$ cat config.mk
export PLATFORM = sky130hd
export DESIGN_NAME = acc_adc_ctrl
export DESIGN_NICKNAME = d
export VERILOG_FILES = /design/src/design/acc_pkg.sv /design/src/design/acc_tad_gen.sv /design/src/design/acc_adc_ctrl.sv
export SDC_FILE = /design/constraint.sdc
export NUM_CORES = 1
export LEC_CHECK = 0
export BUFFER_PORTS_ARGS = -buffer_cell sky130_fd_sc_hd__buf_2
export CORE_MARGIN = 3
export CORE_UTILIZATION = 50
export DETAILED_ROUTE_END_ITERATION = 8
export PLACE_DENSITY = 0.78
export SETUP_SLACK_MARGIN = 0.3
export SYNTH_ARGS = -nofsm -noshare
export SYNTH_HDL_FRONTEND = slang
export SYNTH_HIERARCHICAL = 1
export SYNTH_SLANG_ARGS = --single-unit
$ cat constraint.sdc
create_clock -name clock -period 5.5 [get_ports clock]
set_input_delay 0.55 -clock clock [delete_from_list [all_inputs] [get_ports clock]]
set_output_delay 0.55 -clock clock [all_outputs]
set_load 0.02 [all_outputs]
$ cat src/design/acc_pkg.sv
// Shared constants, register map and state type for the converter control block.
// Contract
// The selected channel field drives the input connected to sample-and-hold.
// After a channel change the controller waits a settling delay before converting; the code starts on the next go write with no such wait.
// Reference select bit picks supply or external positive reference; negative is ground.
// Clock select: 000 /2, 100 /4, 001 /8, 101 /16, 010 /32, 110 /64, x11 RC.
// A 10-bit conversion takes eleven bit periods, one bit per period after first.
// At conversion end both result registers load and the busy bit clears.
// Holding capacitor is disconnected during conversion, reconnected afterwards.
// Completion flag is set after every conversion, whatever the interrupt enable.
// Completion flag stays set until software clears it.
// Interrupt request is raised when completion flag and its enable are both set.
// A converter interrupt during Sleep wakes the device.
// After wake the next instruction runs; branch to handler only if globally enabled.
// Result format bit selects left or right justification of the result pair.
// Divided clocks follow the system clock; the RC option does not.
// Software picks a clock setting meeting the minimum bit period.
// Above 1 MHz, software uses the RC clock only for conversions in Sleep.
// Software sets pin direction to input and analog select before converting.
// The module enable bit powers the converter; writing busy bit one starts; the code starts only if the enable was set before that write.
// Clearing the busy bit early leaves the previous result untouched.
// After an abort, two bit periods pass before acquisition restarts automatically.
// Left puts bits 9..0 at 15..6; right puts them at 9..0.
// A start waits one conversion clock period before the first bit resolves.
`default_nettype none
package acc_pkg;
    localparam logic [4:0] OFF_CTRL0 = 5'h00;
    localparam logic [4:0] OFF_CTRL1 = 5'h04;
    localparam logic [4:0] OFF_FLAG = 5'h08;
    localparam logic [4:0] OFF_IRQEN = 5'h0C;
    localparam logic [4:0] OFF_RES_HI = 5'h10;
    localparam logic [4:0] OFF_RES_LO = 5'h14;

    localparam int CTRL0_ON = 0;
    localparam int CTRL0_GO = 1;
    localparam int CTRL0_CHS_LSB = 2;
    localparam int CHS_W = 4;
    localparam int CTRL0_REF = 6;
    localparam int CTRL0_JUST = 7;
    localparam int CTRL1_CS_LSB = 4;
    localparam int CS_W = 3;
    localparam int FLAG_DONE = 0;
    localparam int IRQEN_EN = 0;
    localparam int IRQEN_GIE = 1;

    localparam logic [CHS_W-1:0] CHS_RST = 4'h0;
    localparam logic [CS_W-1:0] CS_RST = 3'h0;
    localparam logic [1:0] CS_RC_CODE = 2'h3;

    localparam int RESULT_BITS = 10;
    localparam logic [3:0] CONV_TADS = 4'hB;
    localparam logic [3:0] ABORT_TADS = 4'h2;
    localparam logic [3:0] LAST_BIT_STEP = 4'h9;

    typedef enum logic [1:0] {
        ST_IDLE = 2'b00,
        ST_SYNC = 2'b01,
        ST_CONV = 2'b11,
        ST_ABORT = 2'b10
    } acc_state_t;
endpackage
`default_nettype wire

$ cat src/design/acc_tad_gen.sv
// Bit-period tick generator: divided system clock or synchronised RC oscillator.
`default_nettype none
module acc_tad_gen (
    input wire logic clock,
    input wire logic rst_n,
    input wire logic run,
    input wire logic [2:0] conv_clock_select,
    input wire logic rc_osc,
    output logic tad_tick
);
    logic [5:0] div_q, div_d;
    logic rc_s1_q, rc_s2_q, rc_s3_q;
    logic [5:0] div_last;
    logic use_rc;

    // Divide exponent 1..6 from the scrambled select code.
    function automatic logic [5:0] div_limit(input logic [2:0] sel);
        logic [2:0] e;
        e = {sel[1:0], 1'b0} + {2'b00, sel[2]} + 3'h1;
        div_limit = 6'((7'h01 << e) - 7'h01);
    endfunction

    assign use_rc = (conv_clock_select[1:0] == acc_pkg::CS_RC_CODE);
    assign div_last = div_limit(conv_clock_select);

    always_comb begin
        div_d = div_q;
        tad_tick = 1'b0;
        if (!run) begin
            div_d = 6'h00;
        end else if (use_rc) begin
            // The RC source is free of the system clock rate.
            tad_tick = rc_s2_q & ~rc_s3_q;
        end else if (div_q >= div_last) begin
            // Divided periods scale with whatever the system clock runs at.
            div_d = 6'h00;
            tad_tick = 1'b1;
        end else begin
            div_d = div_q + 6'h01;
        end
    end

    always_ff @(posedge clock) begin
        if (!rst_n) begin
            div_q <= 6'h00;
            rc_s1_q <= 1'b0;
            rc_s2_q <= 1'b0;
            rc_s3_q <= 1'b0;
        end else begin
            div_q <= div_d;
            rc_s1_q <= rc_osc;
            rc_s2_q <= rc_s1_q;
            rc_s3_q <= rc_s2_q;
        end
    end
endmodule
`default_nettype wire

$ cat src/design/acc_adc_ctrl.sv
// Successive-approximation converter control with an Avalon-MM register slave.
//
// Register access over Avalon-MM and the address map were decided locally.
`default_nettype none
module acc_adc_ctrl #(
    parameter int RES_W = 10
) (
    input wire logic clock,
    input wire logic rst_n,
    input wire logic [4:0] avs_address,
    input wire logic avs_read,
    input wire logic avs_write,
    input wire logic [31:0] avs_writedata,
    output logic [31:0] avs_readdata,
    output logic avs_waitrequest,
    input wire logic rc_osc,
    input wire logic comp_in,
    input wire logic cpu_sleep,
    output logic [3:0] channel_select,
    output logic pos_reference_select,
    output logic conv_module_on,
    output logic hold_connect,
    output logic [9:0] dac_code,
    output logic conv_irq,
    output logic wake_req,
    output logic isr_branch
);
    if (RES_W != acc_pkg::RESULT_BITS) begin : g_bad_width
        $error("Result width must be ten bits.");
    end
    if (acc_pkg::CHS_W != 4 || acc_pkg::CS_W != 3) begin : g_bad_fields
        $error("Channel and clock select fields must be four and three bits wide.");
    end
    if (acc_pkg::LAST_BIT_STEP != 4'(RES_W - 1)) begin : g_bad_steps
        $error("The last bit step must match the result width.");
    end

    localparam int CL = acc_pkg::CTRL0_CHS_LSB;
    localparam int SL = acc_pkg::CTRL1_CS_LSB;

    // Control and configuration registers.
    logic on_q, on_d;
    logic ref_q, ref_d;
    logic just_q, just_d;
    logic [3:0] chs_q, chs_d;
    logic [2:0] cs_q, cs_d;
    logic flag_q, flag_d;
    logic ie_q, ie_d;
    logic gie_q, gie_d;

    // Conversion engine.
    acc_pkg::acc_state_t state_q, state_d;
    logic [3:0] cnt_q, cnt_d;
    logic [9:0] sar_q, sar_d;
    logic [9:0] res_q, res_d;
    logic hold_q, hold_d;
    logic cmp_s1_q, cmp_s2_q;

    // Bus answer.
    logic ack_q, ack_d;
    logic [31:0] rdata_q, rdata_d;

    logic tad_tick;
    logic wr_ctrl0, wr_ctrl1, wr_flag, wr_irqen;
    logic go_set, go_clr, done, busy;
    logic [3:0] bidx;
    logic [15:0] res_pair;

    // Places the result in the 16-bit pair by the justify bit.
    function automatic logic [15:0] place_result(input logic [9:0] r, input logic right);
        if (right) begin
            place_result = {6'h00, r};
        end else begin
            place_result = {r, 6'h00};
        end
    endfunction

    // Decodes a write strobe aimed at one register offset.
    function automatic logic write_hit(input logic wr, input logic [4:0] a,
        input logic [4:0] off);
        write_hit = wr && (a == off);
    endfunction

    // Bit under trial at a step count: step 0 tries the top bit.
    function automatic logic [3:0] bit_index(input logic [3:0] c);
        bit_index = acc_pkg::LAST_BIT_STEP - c;
    endfunction

    // True when the select code names the RC oscillator rather than a divider.
    function automatic logic uses_rc(input logic [2:0] sel);
        uses_rc = (sel[1:0] == acc_pkg::CS_RC_CODE);
    endfunction

    acc_tad_gen u_tad (
        .clock(clock),
        .rst_n(rst_n),
        .run(state_q != acc_pkg::ST_IDLE),
        .conv_clock_select(cs_q),
        .rc_osc(rc_osc),
        .tad_tick(tad_tick)
    );

    assign wr_ctrl0 = write_hit(avs_write, avs_address, acc_pkg::OFF_CTRL0);
    assign wr_ctrl1 = write_hit(avs_write, avs_address, acc_pkg::OFF_CTRL1);
    assign wr_flag = write_hit(avs_write, avs_address, acc_pkg::OFF_FLAG);
    assign wr_irqen = write_hit(avs_write, avs_address, acc_pkg::OFF_IRQEN);
    assign busy = (state_q == acc_pkg::ST_SYNC) || (state_q == acc_pkg::ST_CONV);
    // A start needs the module already powered before this write.
    assign go_set = wr_ctrl0 && avs_writedata[acc_pkg::CTRL0_GO] && on_q;
    assign go_clr = wr_ctrl0 && !avs_writedata[acc_pkg::CTRL0_GO];
    assign bidx = bit_index(cnt_q);
    assign done = (state_q == acc_pkg::ST_CONV) && tad_tick && (cnt_q == acc_pkg::LAST_BIT_STEP);
    assign res_pair = place_result(res_q, just_q);

    // Register writes and the completion flag.
    always_comb begin
        on_d = on_q;
        ref_d = ref_q;
        just_d = just_q;
        chs_d = chs_q;
        cs_d = cs_q;
        ie_d = ie_q;
        gie_d = gie_q;
        flag_d = flag_q;
        if (wr_ctrl0) begin
            on_d = avs_writedata[acc_pkg::CTRL0_ON];
            ref_d = avs_writedata[acc_pkg::CTRL0_REF];
            just_d = avs_writedata[acc_pkg::CTRL0_JUST];
            chs_d = avs_writedata[CL+3:CL];
        end
        if (wr_ctrl1) begin
            cs_d = avs_writedata[SL+2:SL];
        end
        if (wr_irqen) begin
            ie_d = avs_writedata[acc_pkg::IRQEN_EN];
            gie_d = avs_writedata[acc_pkg::IRQEN_GIE];
        end
        // Only a written zero clears the flag, and a completion in the same cycle wins.
        if (wr_flag && !avs_writedata[acc_pkg::FLAG_DONE]) begin
            flag_d = 1'b0;
        end
        if (done) begin
            flag_d = 1'b1;
        end
    end

    always_ff @(posedge clock) begin
        if (!rst_n) begin
            on_q <= 1'b0;
            ref_q <= 1'b0;
            just_q <= 1'b0;
            chs_q <= acc_pkg::CHS_RST;
            cs_q <= acc_pkg::CS_RST;
            ie_q <= 1'b0;
            gie_q <= 1'b0;
            flag_q <= 1'b0;
        end else begin
            on_q <= on_d;
            ref_q <= ref_d;
            just_q <= just_d;
            chs_q <= chs_d;
            cs_q <= cs_d;
            ie_q <= ie_d;
            gie_q <= gie_d;
            flag_q <= flag_d;
        end
    end

    // Conversion sequence: one sync period, ten bit periods, or a two-period abort wait.
    always_comb begin
        state_d = state_q;
        cnt_d = cnt_q;
        sar_d = sar_q;
        res_d = res_q;
        unique case (state_q)
            acc_pkg::ST_IDLE: begin
                if (go_set) begin
                    state_d = acc_pkg::ST_SYNC;
                    cnt_d = 4'h0;
                    sar_d = 10'h200;
                end
            end
            acc_pkg::ST_SYNC: begin
                // On a divided clock the divider restarted with the start, so this first period is a full one.
                if (tad_tick) begin
                    state_d = acc_pkg::ST_CONV;
                end
            end
            acc_pkg::ST_CONV: begin
                if (tad_tick) begin
                    // Keep or drop the trial bit, then try the next lower one.
                    // The comparator arrives two clocks late, so the fastest divider sees stale trials.
                    sar_d[bidx] = cmp_s2_q;
                    if (bidx != 4'h0) begin
                        sar_d[bidx-4'h1] = 1'b1;
                    end
                    cnt_d = cnt_q + 4'h1;
                    if (done) begin
                        res_d = sar_d;
                        state_d = acc_pkg::ST_IDLE;
                    end
                end
            end
            acc_pkg::ST_ABORT: begin
                if (tad_tick) begin
                    cnt_d = cnt_q + 4'h1;
                    if (cnt_q == acc_pkg::ABORT_TADS - 4'h1) begin
                        state_d = acc_pkg::ST_IDLE;
                    end
                end
            end
        endcase
        // Early clear, or Sleep on a divided clock, stops without touching the result.
        if (busy && !done && (go_clr || (cpu_sleep && !uses_rc(cs_q)))) begin
            state_d = acc_pkg::ST_ABORT;
            cnt_d = 4'h0;
        end
        if (!on_q) begin
            state_d = acc_pkg::ST_IDLE;
        end
        // Capacitor tracks the input only while idle and powered.
        hold_d = on_q && (state_d == acc_pkg::ST_IDLE);
    end

    always_ff @(posedge clock) begin
        if (!rst_n) begin
            state_q <= acc_pkg::ST_IDLE;
            cnt_q <= 4'h0;
            sar_q <= 10'h000;
            res_q <= 10'h000;
            hold_q <= 1'b0;
            cmp_s1_q <= 1'b0;
            cmp_s2_q <= 1'b0;
        end else begin
            state_q <= state_d;
            cnt_q <= cnt_d;
            sar_q <= sar_d;
            res_q <= res_d;
            hold_q <= hold_d;
            cmp_s1_q <= comp_in;
            cmp_s2_q <= cmp_s1_q;
        end
    end

    // Reads answer one cycle after the request; writes are taken at once.
    // A held read drops ack again after its answer, so reads cost two cycles each.
    always_comb begin
        ack_d = avs_read && !ack_q;
        rdata_d = rdata_q;
        if (avs_read && !ack_q) begin
            rdata_d = 32'h0000_0000;
            unique case (avs_address)
                acc_pkg::OFF_CTRL0: begin
                    rdata_d[7:0] = {just_q, ref_q, chs_q, busy, on_q};
                end
                acc_pkg::OFF_CTRL1: begin
                    rdata_d[SL+2:SL] = cs_q;
                end
                acc_pkg::OFF_FLAG: begin
                    rdata_d[acc_pkg::FLAG_DONE] = flag_q;
                end
                acc_pkg::OFF_IRQEN: begin
                    rdata_d[1:0] = {gie_q, ie_q};
                end
                acc_pkg::OFF_RES_HI: begin
                    rdata_d[7:0] = res_pair[15:8];
                end
                acc_pkg::OFF_RES_LO: begin
                    rdata_d[7:0] = res_pair[7:0];
                end
                default: begin
                    rdata_d = 32'h0000_0000;
                end
            endcase
        end
    end

    // Read data stands in rdata_q until the next read is taken.
    always_ff @(posedge clock) begin
        if (!rst_n) begin
            ack_q <= 1'b0;
            rdata_q <= 32'h0000_0000;
        end else begin
            ack_q <= ack_d;
            rdata_q <= rdata_d;
        end
    end

    assign avs_waitrequest = avs_read && !ack_q;
    assign avs_readdata = rdata_q;
    assign channel_select = chs_q;
    assign pos_reference_select = ref_q;
    assign conv_module_on = on_q;
    assign hold_connect = hold_q;
    assign dac_code = sar_q;
    // Interrupt and branch are levels from registers and stand while the flag does; wake also follows cpu_sleep.
    assign conv_irq = flag_q && ie_q;
    assign wake_req = conv_irq && cpu_sleep;
    // The core finishes the instruction after Sleep before it honours this.
    assign isr_branch = conv_irq && gie_q;
endmodule
`default_nettype wire

==> flow_summary.yaml, run 1 <==
place:
  dp.cells: 534
  finalWeightedCongestion: 0.847
  dp_hpwl_um: 5670
  io_buffers: 48
  pre_cts_ws_ns: 2.10
yosys:
  yosys_warnings: 6
  synth_ff_type: "dfxtp_1"
  yosysTopAreaCellShare_pct: 34.2
  synth.avg_cell_area_sq_um: 8.47
  async_reset_ff_share_pct: 0
  ys_seq_area_share_pct: 34.2
  syn_inst: 414
  synth_edf_count: 0
  yosys-top-cells-area: "dfxtp_1, ha_1, nand2_1"
  yosysTopAreaCell: "dfxtp_1"
  synth_cell_types: 52
  synth-seq-cells: 60
  synthesis.area_sq_um: 3510
route:
  viasPerCell: 5.49
  ant_nets: 0
  drc: 0
  drt_iter0_drc: 155
  wl_per_cell_um: 14.4
  firstDrtPassIters: 4
  wirelength_um: 7940
  vias: 3018
grt:
  grt_use_total_pct: 19.5
  use_met2_pct: 31.2
  met3_usage_pct: 4.92
  antenna_found_initial: 0
  met1_usage_pct: 26.1
  top_usage_layer: "met2"
  grt_pass1_vias: 2785
  overflow: 0
  grt_first_pass_wirelength_um: 13200
  grt_max_degree: 45
clock_tree:
  ctsResizeCount: 0
  cts_setup_buffers: 0
  cts.htree.levels: 3
  cts_tree: "yes"
  clock_latency_ns: 0.35
  cts-root-buf: "clkbuf_8"
  clock_sink_count: 60
  cts_buffers: 9
  hold_buffers: 0
  clk_pin_slew_ns: 0.08
  clk_path_buf_depth: 2
timing:
  max_freq_mhz: 291
  hold_viol_final: 0
  rsz0062_at_grt: "false"
  worst_slew_pin_slew_ns: 0.915
  setup_viol: 0
  finalCritPeriodShare_pct: 62.5
  fin_skew_ns: 0.0113
  layout_min_cycle_time_ns: 3.44
  maxSlewViolCount: 0
  max_slew_margin_pct: 38.5
  final.setup.tns_ns: 0
  finalWorstSetupSlack_ns: 2.06
  hold_ws_ns: 0.399
cells_and_area:
  final_cell_mix: "dfxtp_1, nand2_1, buf_2"
  final_common_cell: "dfxtp_1"
  final_core_util_pct: 59.0
  antennaDiodeCount: 0
  syn_to_final_growth_pct: 10.5
  fin_cells: 550
  drive_gt1_share_pct: 16.6
  fin_nets: 512
setup_path:
  crit_type: "reg -> reg"
  cp-end-kind: "register"
  required_ns: 5.78
  start_kind: "register"
  worst_ep_arrival_time_ns: 3.72
  cp_max_fo: 16
floorplanning:
  die_w_um: 89.8
  die_h_um: 89.8
  dieArea_sq_um: 8060
  rows: 29
  io-pin-count: 97
  coreArea_sq_um: 6570
  start_util_pct: 53.4
power_and_ir_drop:
  power.density_nw_per_um2: 244
  ir_drop_mv: 0.124
  leakagePower_uw: 0.00161
min_path:
  min_path_type: "in -> reg"
flow_run:
  cap_violations: 0
status:
  outcome: "complete, no violations"
## worst paths after layout
check | start | slack [ns] | depth (start not counted) | endpoint
hold reg to reg | cmp_s1_q | 0.44 | 1 | cmp_s2_q
setup reg to reg | cs_q[1] | 2.06 | 13 | res_q[0]
setup / recovery | cs_q[1] | 2.06 | 13 | res_q[0]
hold / removal | comp_in | 0.40 | 2 | cmp_s1_q
## registers in the layout, summed over array words and instances, names as in the netlist, 2 cells and up
name / count
avs_readdata: 8
cs_q: 3
u_tad/div_q: 6
channel_select: 4
res_q: 10
cnt_q: 4
dac_code: 10
state_q: 2
## per-layer routing
metal / part of all wire [%] / vias up
li1: - / 1509
met1: 48 / 1408
met2: 45 / 90
met3: 5.5 / 11
met4: 1.5 / 0
met5: 0 / -
## cells by family after synthesis
group / share of synthesized area (%)
buffers and inverters: 9.59
AOI/OAI and AO/OA: 19.0
DFF: 34.2
adders and majority gates: 5.71
other: 0.107
muxes: 5.49
xor gates and xnor gates: 2.50
and+or+nand+nor: 23.4
## critical path: stages, from the launching register on
cell and delay, ns:
dfxtp_1 0.55, and2_4 0.32, nand2_1 0.09, o21ai_0 0.09, ha_1 0.15, nand4_1 0.10
o22a_1 0.34, a21oi_2 0.19, o21a_1 0.20, and2_1 0.29, nand2_1 0.23, nor2_2 0.50
o21ai_0 0.16, a31oi_1 0.16
## per-stage QoR
| stage | area, sq um | total power [uW] |
|---|---|---|
| 2_1_floorplan | 3590 | 503 |
| 3_3_place_gp | 3650 | 503 |
| 3_5_place_dp | 3650 | 504 |
| 4_1_cts | 3880 | 947 |
| 5_1_grt | 3880 | 976 |
| 6_report | 3880 | 947 |
## synthesized netlist by cell type (all sizes together) (2+ instances only)
| master | instances |
|---|---|
| buf | 36 |
| nor4 | 2 |
| o22ai | 3 |
| and2 | 11 |
| a22oi | 6 |
| a32o | 5 |
| nor2b | 8 |
| nand4 | 10 |
| a21oi | 17 |
| mux2 | 2 |
| ha | 16 |
| a22o | 11 |
| a21boi | 7 |
| nor3b | 5 |
| inv | 10 |
| a31oi | 10 |
| o21ai | 20 |
| nor3 | 5 |
| o31a | 5 |
| xor2 | 4 |
| nand2 | 52 |
| xnor2 | 6 |
| o21a | 7 |
| and3 | 8 |
| nand3 | 24 |
| clkbuf | 8 |
| mux2i | 17 |
| dfxtp | 60 |
| nor2 | 22 |
| nand2b | 6 |
## layout make-up
| cell class | count | area [sq um] |
|---|---|---|
| Tap cell | 93 | 116 |
| Timing Repair Buffer | 48 | 240 |
| Clock inverter | 7 | 100 |
| Fill cell | 605 | 2690 |
| Sequential cell | 60 | 1200 |
| Clock buffer | 9 | 124 |
| Inverter | 10 | 37.5 |
| Multi-Input combinational cell | 323 | 2060 |
## report_power, final
group / switching, uW / internal (uW)
Clock: 195 / 258
Combinational: 40.4 / 14.4
Sequential: 2.43 / 437
Power figures use the tool's default switching activity.
==> inputs of run 2 (changes only) <==
clock period = 3.2 ns   (was 5.5 ns; I/O delays follow)
==> flow_summary.yaml, run 2 (synthesis gave the netlist of run 1 again) <==
timing:
  finalCritPeriodShare_pct: 84.9
  worst_slew_pin_slew_ns: 0.654
  fin_skew_ns: 0.0128
  max_slew_margin_pct: 56.4
  max_freq_mhz: 368
  hold_viol_final: 0
  setup_viol: 0
  rsz0062_at_grt: "false"
  maxSlewViolCount: 0
  layout_min_cycle_time_ns: 2.72
  final.setup.tns_ns: 0
power_and_ir_drop:
  seqPwrFrac_pct: 44.3
  pwr-share-comb_pct: 5.6
  p_switching_uw: 405
  swShare_pct: 23.8
  leakagePower_uw: 0.00167
  power.internal_uw: 1300
  ir_drop_mv: 0.293
  power.density_nw_per_um2: 430
  power.total_uw: 1700
  clockPowerShare_pct: 50.1
floorplanning:
  die_h_um: 89.8
  die_w_um: 89.8
  coreArea_sq_um: 6570
  rows: 29
  start_util_pct: 53.4
  io-pin-count: 97
  dieArea_sq_um: 8060
setup_path:
  crit_cells: 13
  crit_slowest_cell: "or3_2"
  slowest_delay_ns: 0.50
  worst_r2r_path_depth: 13
  path_cells: "or3_2 -> nand2_1 -> ha_1 -> a21oi_1 -> o22a_1 -> a21oi_2 -> o21a_1 -> and2_4 -> nand2_4 -> nor2_2 -> buf_4 -> o21a_1 -> o31a_1"
  required_ns: 3.43
  crit_type: "reg -> reg"
  crit_path_frequent_cell: "o21a_1"
  r2r_end: "res_q[5]"
  critical_path_buf_inv_count: 1
  worst_ep_arrival_time_ns: 2.95
  crit_family: "simple AND/OR/NAND/NOR gates"
  cp_max_fo: 8
  start_kind: "register"
  cp-end-kind: "register"
  r2r_slack_ns: 0.48
  regToRegStartpoint: "cs_q[2]"
route:
  wirelength_um: 8220
  firstDrtPassIters: 6
  wl_per_cell_um: 14.8
  drt_iter0_drc: 180
  ant_nets: 0
  vias: 3109
  drc: 0
  viasPerCell: 5.59
place:
  io_buffers: 48
  dp_hpwl_um: 5930
  finalWeightedCongestion: 0.858
min_path:
  hold_path_depth: 2
  min_path_type: "in -> reg"
  hold_start: "comp_in"
  worst_hold_path.endpoint: "cmp_s1_q"
cells_and_area:
  drive_gt1_share_pct: 18.8
  antennaDiodeCount: 0
  syn_to_final_growth_pct: 12.9
  final_common_cell: "dfxtp_1"
  final_cell_mix: "dfxtp_1, nand2_1, buf_2"
  fin_nets: 518
clock_tree:
  cts_buffers: 9
  cts.htree.levels: 3
  hold_buffers: 0
  clock_latency_ns: 0.35
  cts-root-buf: "clkbuf_8"
  cts_tree: "yes"
  clk_pin_slew_ns: 0.08
  clock_sink_count: 60
  clk_path_buf_depth: 2
grt:
  grt_use_total_pct: 20.1
  grt_first_pass_wirelength_um: 13500
  grt_max_degree: 45
  antenna_found_initial: 0
  grt_pass1_vias: 2829
  overflow: 0
flow_run:
  cap_violations: 0
status:
  outcome: "complete, no violations"
-- run 2: power groups by stage --
| stage | Sequential, uW | Combinational, uW | Clock (uW) |
|---|---|---|---|
| detailed placement | 773 | 93.2 | 0 |
| floorplan | 772 | 91.7 | 0 |
| global route | 755 | 103 | 903 |
| finish | 755 | 94.9 | 853 |
| global placement | 773 | 91.4 | 0 |
| CTS | 755 | 93.6 | 868 |
-- run 2: routing by layer --
layer	vias to the layer above	track usage, %	part of all wire [%]
met5	-	0	0
met4	0	5.62	0.65
met3	6	5.84	6.4
met2	104	32.1	47
met1	1479	26.5	45
li1	1520	-	-
-- run 2: cell type report --
type | instances | area [sq um]
repair buffers | 54 | 285
inverters | 10 | 37.5
flip-flops and latches | 60 | 1210
fillers | 563 | 2610
clock inverters | 7 | 125
multi-input cells | 323 | 2070
clock buffers | 9 | 124
well taps | 93 | 116
-- run 2: per-stage QoR --
stage	cells	setup WS, ns	util (%)	hold slack [ns]	cell area, sq um
finish	556	0.482	60.3	0.172	3960
global route	556	0.293	60.3	0.158	3960
floorplan	437	0.311	-	0.412	3590
global placement	540	0.356	56.3	0.418	3700
detailed placement	540	0.285	56.3	0.422	3700
CTS	556	0.306	60.1	0.158	3950
-- run 2: what timing repair did --
action	CTS	global route
pin swaps	0	2
gates resized for setup	1	7
buffers inserted	0	0
endpoints found under the setup margin	17	23
-- run 2: how the worst max path moves through the flow --
stage | endpoint | start | slack [ns]
5_1_grt | res_q[5] | cs_q[2] | 0.29
4_1_cts | res_q[5] | cs_q[0] | 0.31
3_5_place_dp | res_q[5] | cs_q[0] | 0.28
3_3_place_gp | dac_code[0] | cs_q[0] | 0.36
6_report | res_q[5] | cs_q[2] | 0.48
2_1_floorplan | res_q[9] | cs_q[1] | 0.31
-- run 2: worst register-to-register path: stages (launching register included) --
cell	delay, ns
dfxtp_2	0.36
or3_2	0.50
nand2_1	0.09
ha_1	0.23
a21oi_1	0.15
o22a_1	0.19
a21oi_2	0.06
o21a_1	0.21
and2_4	0.20
nand2_4	0.11
nor2_2	0.05
buf_4	0.17
o21a_1	0.17
o31a_1	0.11
